### config.mk
export PLATFORM = sky130hd
export DESIGN_NAME = bias_setpoint_counter_switch_ctl
export DESIGN_NICKNAME = d
export VERILOG_FILES = /design/src/hdl/bias_ctl_pkg.sv /design/src/hdl/switch_timer_if.sv /design/src/hdl/switch_one_shot.sv /design/src/hdl/bias_setpoint_counter_switch_ctl.sv
export SDC_FILE = /design/constraint.sdc
export NUM_CORES = 1
export LEC_CHECK = 0
export BUFFER_PORTS_ARGS = -buffer_cell sky130_fd_sc_hd__buf_2
export CAP_MARGIN = 40
export CORE_ASPECT_RATIO = 1.5
export CORE_MARGIN = 4
export CORE_UTILIZATION = 45
export CTS_CLUSTER_SIZE = 20
export DETAILED_ROUTE_END_ITERATION = 8
export PLACE_DENSITY_LB_ADDON = 0.12
export RECOVER_POWER = 100
export SLEW_MARGIN = 10
export SYNTH_ARGS = -nofsm -noshare
export SYNTH_HDL_FRONTEND = slang
export SYNTH_SLANG_ARGS = --single-unit
export TNS_END_PERCENT = 5
### constraint.sdc
create_clock -name clk -period 3.05 [get_ports clk]
set_clock_uncertainty 0.05 [all_clocks]
set_input_delay 0.305 -clock clk [delete_from_list [all_inputs] [get_ports clk]]
set_output_delay 0.305 -clock clk [all_outputs]
set_load 0.02 [all_outputs]
### src/hdl/bias_ctl_pkg.sv
// What this block does
// - With run high, each step rising edge advances the set-point counter by one.
// - Counter has 64 steps spanning 33% to 100% of full-scale output.
// - Advancing past full scale wraps to minimum; 63 advances lower by one.
// - Power-up or reset loads the counter with mid-range.
// - Mid-scale is 32 steps above minimum and 31 below maximum.
// - Step high with run low resets counter to mid-scale; converter stays active.
// - Step low and run low enters shutdown; switch stops.
// - Shutdown keeps the counter value and restores it on leaving shutdown.
// - While step is low, counter never changes whatever run does.
// - Run high means converter on, whatever the step level.
// - Shutdown disables reference and bias so the output falls to zero.
// - Maximum on-time one-shot forces the switch off 8 us after turn-on.
// - Current-sense comparator trip ends the on-phase.
// - After each turn-off the switch stays off at least 1 us.
// - After minimum off-time, restart only if output is out of regulation.
// - Output counts as regulated when the feedback node sits at 0 V.
package bias_ctl_pkg;

  localparam int unsigned CODE_W       = 6;
  localparam logic [5:0]  CODE_MIN     = 6'h00;
  localparam logic [5:0]  CODE_MAX     = 6'h3F;
  localparam logic [5:0]  CODE_MID     = 6'h20;

  // Timing in nanoseconds and the clock rate they are counted at.
  localparam int unsigned CLK_PERIOD_NS = 20;
  localparam int unsigned MAX_ON_NS     = 8000;
  localparam int unsigned MIN_OFF_NS    = 1000;
  localparam int unsigned TMR_W         = 9;
  // Longest time rounds down; least time rounds up.
  localparam logic [8:0]  MAX_ON_CYC    = 9'(MAX_ON_NS / CLK_PERIOD_NS);
  localparam logic [8:0]  MIN_OFF_CYC   = 9'((MIN_OFF_NS + CLK_PERIOD_NS - 1) / CLK_PERIOD_NS);

  typedef enum logic [1:0] {MODE_SHUTDOWN, MODE_RESET, MODE_ON} mode_t;
  typedef enum logic [1:0] {SW_OFF_HOLD, SW_IDLE, SW_ON} sw_state_t;

endpackage

### src/hdl/switch_timer_if.sv
`timescale 1ns/1ps
`default_nettype none
// Request and status between the switch sequencer and its one-shot timer.
interface switch_timer_if;
  logic       start_on;
  logic       start_off;
  logic       on_expired;
  logic       off_expired;
  modport owner (output start_on, output start_off, input on_expired, input off_expired);
  modport timer (input start_on, input start_off, output on_expired, output off_expired);
endinterface
`default_nettype wire

### src/hdl/switch_one_shot.sv
`timescale 1ns/1ps
`default_nettype none
module switch_one_shot
  import bias_ctl_pkg::*;
(
  // Clock and reset.
  input  wire logic          clk,
  input  wire logic          rst,
  // Sequencer side.
  switch_timer_if.timer      tmr
);

  logic [TMR_W-1:0] count_r;
  logic             on_phase_r;

  ////////////////////////////////////////////////////////////////////////////
  // One counter serves both one-shots, since on and off phases never overlap.
  always_ff @(posedge clk or posedge rst)
  begin
    // Reset loads a full off-time so the sequencer's reset hold lasts one minimum off-time.
    if (rst)
    begin
      count_r    <= MIN_OFF_CYC;
      on_phase_r <= 1'b0;
    end
    else if (tmr.start_on)
    begin
      // One less, because the drive already stands on for the cycle at which zero is seen.
      count_r    <= MAX_ON_CYC - 9'h001;
      on_phase_r <= 1'b1;
    end
    else if (tmr.start_off)
    begin
      count_r    <= MIN_OFF_CYC;
      on_phase_r <= 1'b0;
    end
    else if (count_r != '0)
    begin
      count_r <= count_r - 1'b1;
    end
  end

  // Expiry flags hold while the count rests at zero.
  assign tmr.on_expired  = on_phase_r && (count_r == '0);
  assign tmr.off_expired = !on_phase_r && (count_r == '0);

endmodule
`default_nettype wire

### src/hdl/bias_setpoint_counter_switch_ctl.sv
`timescale 1ns/1ps
`default_nettype none
module bias_setpoint_counter_switch_ctl
  import bias_ctl_pkg::*;
(
  // Clock and reset (reset stands in for power-up).
  input  wire logic              clk,
  input  wire logic              rst,
  // Host logic inputs, asynchronous to clk.
  input  wire logic              step_pulse_in,
  input  wire logic              run_in,
  // Analog comparator results, asynchronous to clk.
  input  wire logic              current_limit_in,
  input  wire logic              feedback_node,
  // Switch drive outputs.
  output logic                   switch_drive_high,
  output logic                   switch_drive_low,
  // Set point and bias state.
  output logic [CODE_W-1:0]      setpoint_code,
  output logic                   bias_enable,
  output logic                   shutdown
);

  // Synchronisers: stage one is read only by stage two.
  logic [1:0] step_sync_r;
  logic [1:0] run_sync_r;
  logic [1:0] ilim_sync_r;
  logic [1:0] fb_sync_r;
  logic       step_prev_r;
  logic       step_s;
  logic       run_s;
  logic       ilim_s;
  logic       fb_low_s;
  logic       step_rise;

  logic [CODE_W-1:0] code_r;
  logic [CODE_W-1:0] code_nxt;
  mode_t             mode_r;
  mode_t             mode_nxt;
  sw_state_t         sw_r;
  sw_state_t         sw_nxt;
  logic              drive_on_r;
  logic              bias_en_r;

  switch_timer_if tmr_bus();

  ////////////////////////////////////////////////////////////////////////////
  // Input synchronisation.

  // Two flops on every pin input keep metastability away from the decode.
  always_ff @(posedge clk or posedge rst)
  begin
    if (rst)
    begin
      step_sync_r <= 2'h0;
      run_sync_r  <= 2'h0;
      ilim_sync_r <= 2'h0;
      fb_sync_r   <= 2'h0;
    end
    else
    begin
      step_sync_r <= {step_sync_r[0], step_pulse_in};
      run_sync_r  <= {run_sync_r[0], run_in};
      ilim_sync_r <= {ilim_sync_r[0], current_limit_in};
      fb_sync_r   <= {fb_sync_r[0], feedback_node};
    end
  end

  assign step_s   = step_sync_r[1];
  assign run_s    = run_sync_r[1];
  assign ilim_s   = ilim_sync_r[1];
  // The comparator reports high while the feedback node is below 0 V.
  assign fb_low_s = fb_sync_r[1];

  // Edge memory starts low, so a step held high through reset counts as an edge once synchronised.
  always_ff @(posedge clk or posedge rst)
  begin
    if (rst)
    begin
      step_prev_r <= 1'b0;
    end
    else
    begin
      step_prev_r <= step_s;
    end
  end

  assign step_rise = step_s && !step_prev_r;

  ////////////////////////////////////////////////////////////////////////////
  // Control decode.

  // Run high always means on; step level then only matters for edges.
  always_comb
  begin
    if (run_s)
    begin
      mode_nxt = MODE_ON;
    end
    else if (step_s)
    begin
      mode_nxt = MODE_RESET;
    end
    else
    begin
      mode_nxt = MODE_SHUTDOWN;
    end
  end

  always_ff @(posedge clk or posedge rst)
  begin
    if (rst)
    begin
      mode_r <= MODE_ON;
    end
    else
    begin
      mode_r <= mode_nxt;
    end
  end

  ////////////////////////////////////////////////////////////////////////////
  // Set-point counter.

  // Six-bit arithmetic wraps 63 to 0 by itself, which is the intended rollover.
  always_comb
  begin
    code_nxt = code_r;
    if (run_s && step_rise)
    begin
      code_nxt = code_r + 6'h01;
    end
    else if (!run_s && step_s)
    begin
      code_nxt = CODE_MID;
    end
  end

  // Code 0 is the 33% minimum and code 63 full scale over 64 steps.
  always_ff @(posedge clk or posedge rst)
  begin
    if (rst)
    begin
      code_r <= CODE_MID;
    end
    else
    begin
      code_r <= code_nxt;
    end
  end

  ////////////////////////////////////////////////////////////////////////////
  // Reference and bias enable.

  // Bias drops in shutdown so the output decays to zero; the code is kept.
  always_ff @(posedge clk or posedge rst)
  begin
    if (rst)
    begin
      bias_en_r <= 1'b0;
    end
    else
    begin
      bias_en_r <= (mode_nxt != MODE_SHUTDOWN);
    end
  end

  ////////////////////////////////////////////////////////////////////////////
  // Switch sequencer.

  // The sequencer starts in the off hold so no pulse fires straight out of reset.
  always_comb
  begin
    sw_nxt = sw_r;
    tmr_bus.start_on  = 1'b0;
    tmr_bus.start_off = 1'b0;
    unique case (sw_r)
      SW_ON:
      begin
        if (mode_r == MODE_SHUTDOWN || ilim_s || tmr_bus.on_expired)
        begin
          sw_nxt = SW_OFF_HOLD;
          tmr_bus.start_off = 1'b1;
        end
      end
      SW_OFF_HOLD:
      begin
        if (tmr_bus.off_expired)
        begin
          sw_nxt = SW_IDLE;
        end
      end
      SW_IDLE:
      begin
        // Restart only when regulation is lost and the converter is enabled.
        if (mode_r != MODE_SHUTDOWN && !fb_low_s)
        begin
          sw_nxt = SW_ON;
          tmr_bus.start_on = 1'b1;
        end
      end
    endcase
  end

  // The hold state also guards entry from reset with a full minimum off-time.
  always_ff @(posedge clk or posedge rst)
  begin
    if (rst)
    begin
      sw_r <= SW_OFF_HOLD;
    end
    else
    begin
      sw_r <= sw_nxt;
    end
  end

  // Drive registered from the next state so the pins follow the sequencer.
  always_ff @(posedge clk or posedge rst)
  begin
    if (rst)
    begin
      drive_on_r <= 1'b0;
    end
    else
    begin
      drive_on_r <= (sw_nxt == SW_ON);
    end
  end

  switch_one_shot u_one_shot (
    .clk (clk),
    .rst (rst),
    .tmr (tmr_bus.timer)
  );

  ////////////////////////////////////////////////////////////////////////////
  // Outputs, all from flops.

  // A P-type switch conducts when its control node is pulled low.
  always_ff @(posedge clk or posedge rst)
  begin
    if (rst)
    begin
      switch_drive_high <= 1'b1;
      switch_drive_low  <= 1'b1;
      setpoint_code     <= CODE_MID;
      bias_enable       <= 1'b0;
      shutdown          <= 1'b0;
    end
    else
    begin
      switch_drive_high <= !drive_on_r;
      switch_drive_low  <= !drive_on_r;
      setpoint_code     <= code_r;
      bias_enable       <= bias_en_r;
      shutdown          <= !bias_en_r;
    end
  end

endmodule
`default_nettype wire

---- Word level (Yosys, flattened, before mapping) ----
Index checks and enable logic that the tools add are counted.
cells by class
  $add $sub $neg .......................... 2
  equal/unequal tests ..................... 3
  multiplexer cells ....................... 17
  reductions and logical operators ........ 23
operators by type and width
  kind                 number
  $mux 9               3
  $mux 6               2
  $logic_not 9->1      1
  $reduce_bool 9->1    1
  $sub 9x1->9 const B  1
  $mux 2               4
  $reduce_bool 2->1    4
  $mux 1               7
  $add 6x1->6 const B  1
  $logic_and 1x1->1    6
  $logic_not 1->1      6
  $pmux 2 s3           1
  $eq 2x2->1 const B   2
  $logic_not 2->1      2
  $reduce_bool 3->1    1
  $eq 2x1->1 const B   1
  $logic_or 1x1->1     2
word-level totals
  register bits after elaboration ......... 40
  bits of input ports ..................... 6
  output and inout bits ................... 10
  word-level logic and storage cells ...... 61

---- Depth between registers and ports, before layout ----
  word-level depth ........................ 7
  depth in mapped cells ................... 6
  mapped depth without buffers ............ 6

---- Hierarchy ----
From an unflattened synthesis, not the netlist that was laid out.
unflattened totals
  cells, all modules ...................... 134
  area, all modules ....................... 1,624.1 µm²
by module, submodules not included
  module                            times used  cells each  area each (µm²)
  bias_setpoint_counter_switch_ctl  1           78          1,057.3
  switch_one_shot                   1           56          566.8

---- Worst setup path before layout ----
OpenSTA, ideal clock, no wires.
  kind .................................... reg2reg
  from .................................... register u_one_shot.count_r[0]
  to ...................................... register sw_r[0]
  arrival time ............................ 1.576 ns
  required time ........................... 2.874 ns
  slack ................................... 1.298 ns
  cell stages (with the launch flop) ...... 6
  path buffers ............................ 0
  cell sequence ........................... dfrtp_1 -> inv_1 -> ha_1 -> nor4b_1 -> a311oi_1 -> a311o_1
on the way
  longest elaborated chain between the ends .. 5
  elaborated cells between the ends (all ways) .. 7
  those cells by class .................... 3 x mux; 4 x reduce/logical
RTL lines
  item                    RTL line                                      RTL
  start, declared         switch_one_shot.sv:13                         logic [TMR_W-1:0] count_r;
  start signal, assigned  switch_one_shot.sv:29                         count_r <= MAX_ON_CYC - 9'h001;
  start signal, assigned  switch_one_shot.sv:39                         count_r <= count_r - 1'b1;
  $logic_not 9->1 (*)     switch_one_shot.sv:44, switch_one_shot.sv:45
  $logic_and 1x1->1       switch_one_shot.sv:44                         assign tmr.on_expired = on_phase_r && (count_r == '0);
  $logic_or 1x1->1        bias_setpoint_counter_switch_ctl.sv:180       if (mode_r == MODE_SHUTDOWN || ilim_s || tmr_bus.on_expired)
  $mux 2                  bias_setpoint_counter_switch_ctl.sv:180
  $pmux 2 s3 (*)          bias_setpoint_counter_switch_ctl.sv:177       unique case (sw_r)
  net sw_nxt[0]           bias_setpoint_counter_switch_ctl.sv:41        sw_state_t sw_nxt;
  end signal, assigned    bias_setpoint_counter_switch_ctl.sv:214       sw_r <= sw_nxt;
  end, declared           bias_setpoint_counter_switch_ctl.sv:40        sw_state_t sw_r;
Mark *: on every way through the listed nets, which the timed path passes. The rest lies on a longest branch.
A chain may end at the register's enable or synchronous reset.

---- Worst setup path in the final report ----
  from .................................... register u_one_shot.count_r[3]
  to ...................................... register sw_r[0]
Same word-level chain as after synthesis.

==> run summary <==
Total CTS buffers - 5
Clock slew at the register clock pins of the worst setup and hold paths - 0.07 ns
Fill cell count - 308
Die area - 0.00441 mm²
Critical path type - reg2reg
Worst Tran Pin Value - 1.99 ns
Top-count cell post-synth - dfrtp_1
Root Driver - clkbuf_8
Mapped Avg Cell Area - 11.8 µm²
Leakage - 0.785 nW
Max transition margin - -32.6%
Die X - 55.6 µm
Clk_lat worst skew - 0.29 ns
Post-synth top area share - 54.1%
Port Buffers - 15
Placer Congestion - 0.899
Post-Route Setup TNS - 0 ns
Seq/Total Area, Yosys - 66.1%
Setup violations, final - 0
TritonCTS Sinks - 40
Worst setup EP type - flop
Share of layout cells above drive strength 1 - 12.6%
Register area - 0.00101 mm²
Initial antenna violation count - 0
Setup bufs post-CTS - 0
Warnings from Yosys - 0
Mapped Area - 0.00153 mm²
Number of vias per cell - 5.37
Failing checks - max-capacitance violations, max-slew violations
Total power draw - 1.30 mW
Max FO, Critical Path - 5
Peak VDD IR - 0.417 mV
Fmax - 0.501 GHz
Post-synth ARST share - 100%
Predominant post-synthesis flop cell - dfrtp_1
Max Slew Vio Count - 41
CTS resizes - 0
WP data arrival - 2.11 ns
Post-synth EDFFs - 0
Max_cap viols - 1
H-tree depth - 2
GRT overflow - 0
Pin count of the biggest net entering global routing - 41
RSZ-0062 raised after global routing - false
Outcome - finished, violations left
Seq cells post-synth - 40
Vias in the first global route - 1102
R2r worst-path depth - 3
Hold path cells - 1
Drt first pass iters - 4
Wirelength per Cell - 13.5 µm
Initial core utilization - 47.4%
Nets - 158
CP startpoint kind - flop
Hold Violations, Final - 0
WL final - 2590 µm
Mapped Nets - 137
Cells after Synth - 129
Via count - 1025
Yosys top cell by area - dfrtp_1
CTS tree - done
First-pass GRT wire length - 4690 µm
Antenna Nets Post-Route - 0
Crit path time final - 1.99 ns
Area taken by multi-input logic gates - 469 µm²
Core area - 0.00322 mm²
WP data required - 3.17 ns
Largest cells by area after synthesis - dfrtp_1, dfstp_2, nand2_1
Max Buffers Root-to-Sink - 2
I/O pin cnt - 16
Die H - 79.3 µm
Gr usage total - 13.9%
HP Class - in2reg
Area growth from synthesis to layout - 11.6%
Pwr dens - 764 mW/mm²
Post-synth top cells - dfrtp_1, nand2_1, nor2_1, o21ai_0, nand3_1
Period utilization - 65.4%
DR iter-0 viols - 31
DRC - 0
Synth cell types - 35
Number of diodes - 0
Site Rows - 25
DP HPWL - 1820 µm
Cts hold-fix bufs - 0
[layout make-up]
type	instances	area share, %
flip-flops and latches	40	59.3
multi-input cells	80	27.6
clock buffers	7	4.48
repair buffers	16	3.89
well taps	40	2.94
inverters	7	1.54
clock inverters	1	0.294
[final timing paths]
check	startpoint	end	slack, ns
min in group asynchronous	rst	bias_enable	0.68
min	feedback_node	fb_sync_r[0]	0.07
min reg2reg	step_sync_r[0]	step_sync_r[1]	0.30
max reg2reg	u_one_shot.count_r[3]	sw_r[0]	1.06
max	u_one_shot.count_r[3]	sw_r[0]	1.06
max in group asynchronous	rst	fb_sync_r[1]	1.14
[placed cells by master (no fill, tap or decap), drive strengths merged, types with 2 or more instances in the layout]
cell    Yosys  layout
dfrtp      33      33
clkbuf      1      18
nand2      15      15
o21ai      11      11
nor2       10      10
nand3       8       8
inv         7       7
dfstp       7       7
buf         1       5
nand2b      3       3
xnor2       3       3
nor3        3       3
nor4        2       2
a311oi      2       2
a21oi       2       2
xor2        2       2
or4         2       2
mux2i       2       2
ha          2       2
[flip-flops by register name, summed over array words and instances (netlist names), 2 cells and up]
name and cells:
u_one_shot.count_r 9, step_sync_r 2, run_sync_r 2, mode_r 2, code_r 6, fb_sync_r 2
sw_r 2, ilim_sync_r 2, setpoint_code 6
[metrics by stage]
stage	hold WS (ns)	utilization (%)	instance area [µm²]	setup slack, ns	cells
6_report	0.0691	52.9	1700	1.06	191
5_1_grt	0.0573	52.9	1700	0.613	191
4_1_cts	0.0582	53.7	1730	1.09	191
3_5_place_dp	0.286	51.1	1650	1.13	183
3_3_place_gp	0.282	51.1	1650	1.16	183
2_1_floorplan	0.281	-	1530	1.30	129
[worst max-delay path, stage by stage, from the launching register on]
cell      delay, ns
dfrtp_1        0.43
nor4_1         0.70
a311oi_1       0.28
a311o_1        0.41
[power breakdown]
part           switching [mW]  total, mW  internal [mW]
Clock                   0.171      0.331          0.160
Sequential             0.0877      0.725          0.637
Combinational           0.128      0.244          0.116
[metal layers]
metal | wire length (µm) | track usage (%)
met4 | 71 | 8.03
met1 | 1030 | 13.6
met3 | 89 | 4.72
met5 | 0 | 0
met2 | 1400 | 25.2
[cells by family after synthesis]
group / Yosys count / share of synthesized area, %
and+or+nand+nor: 51 / 17.0
DFF: 40 / 66.1
AOI/OAI and AO/OA: 19 / 7.87
buffers and inverters: 9 / 2.46
xor gates and xnor gates: 5 / 2.87
muxes: 3 / 2.05
adders and majority gates: 2 / 1.64
No activity file was read; power rests on OpenSTA's default activity.
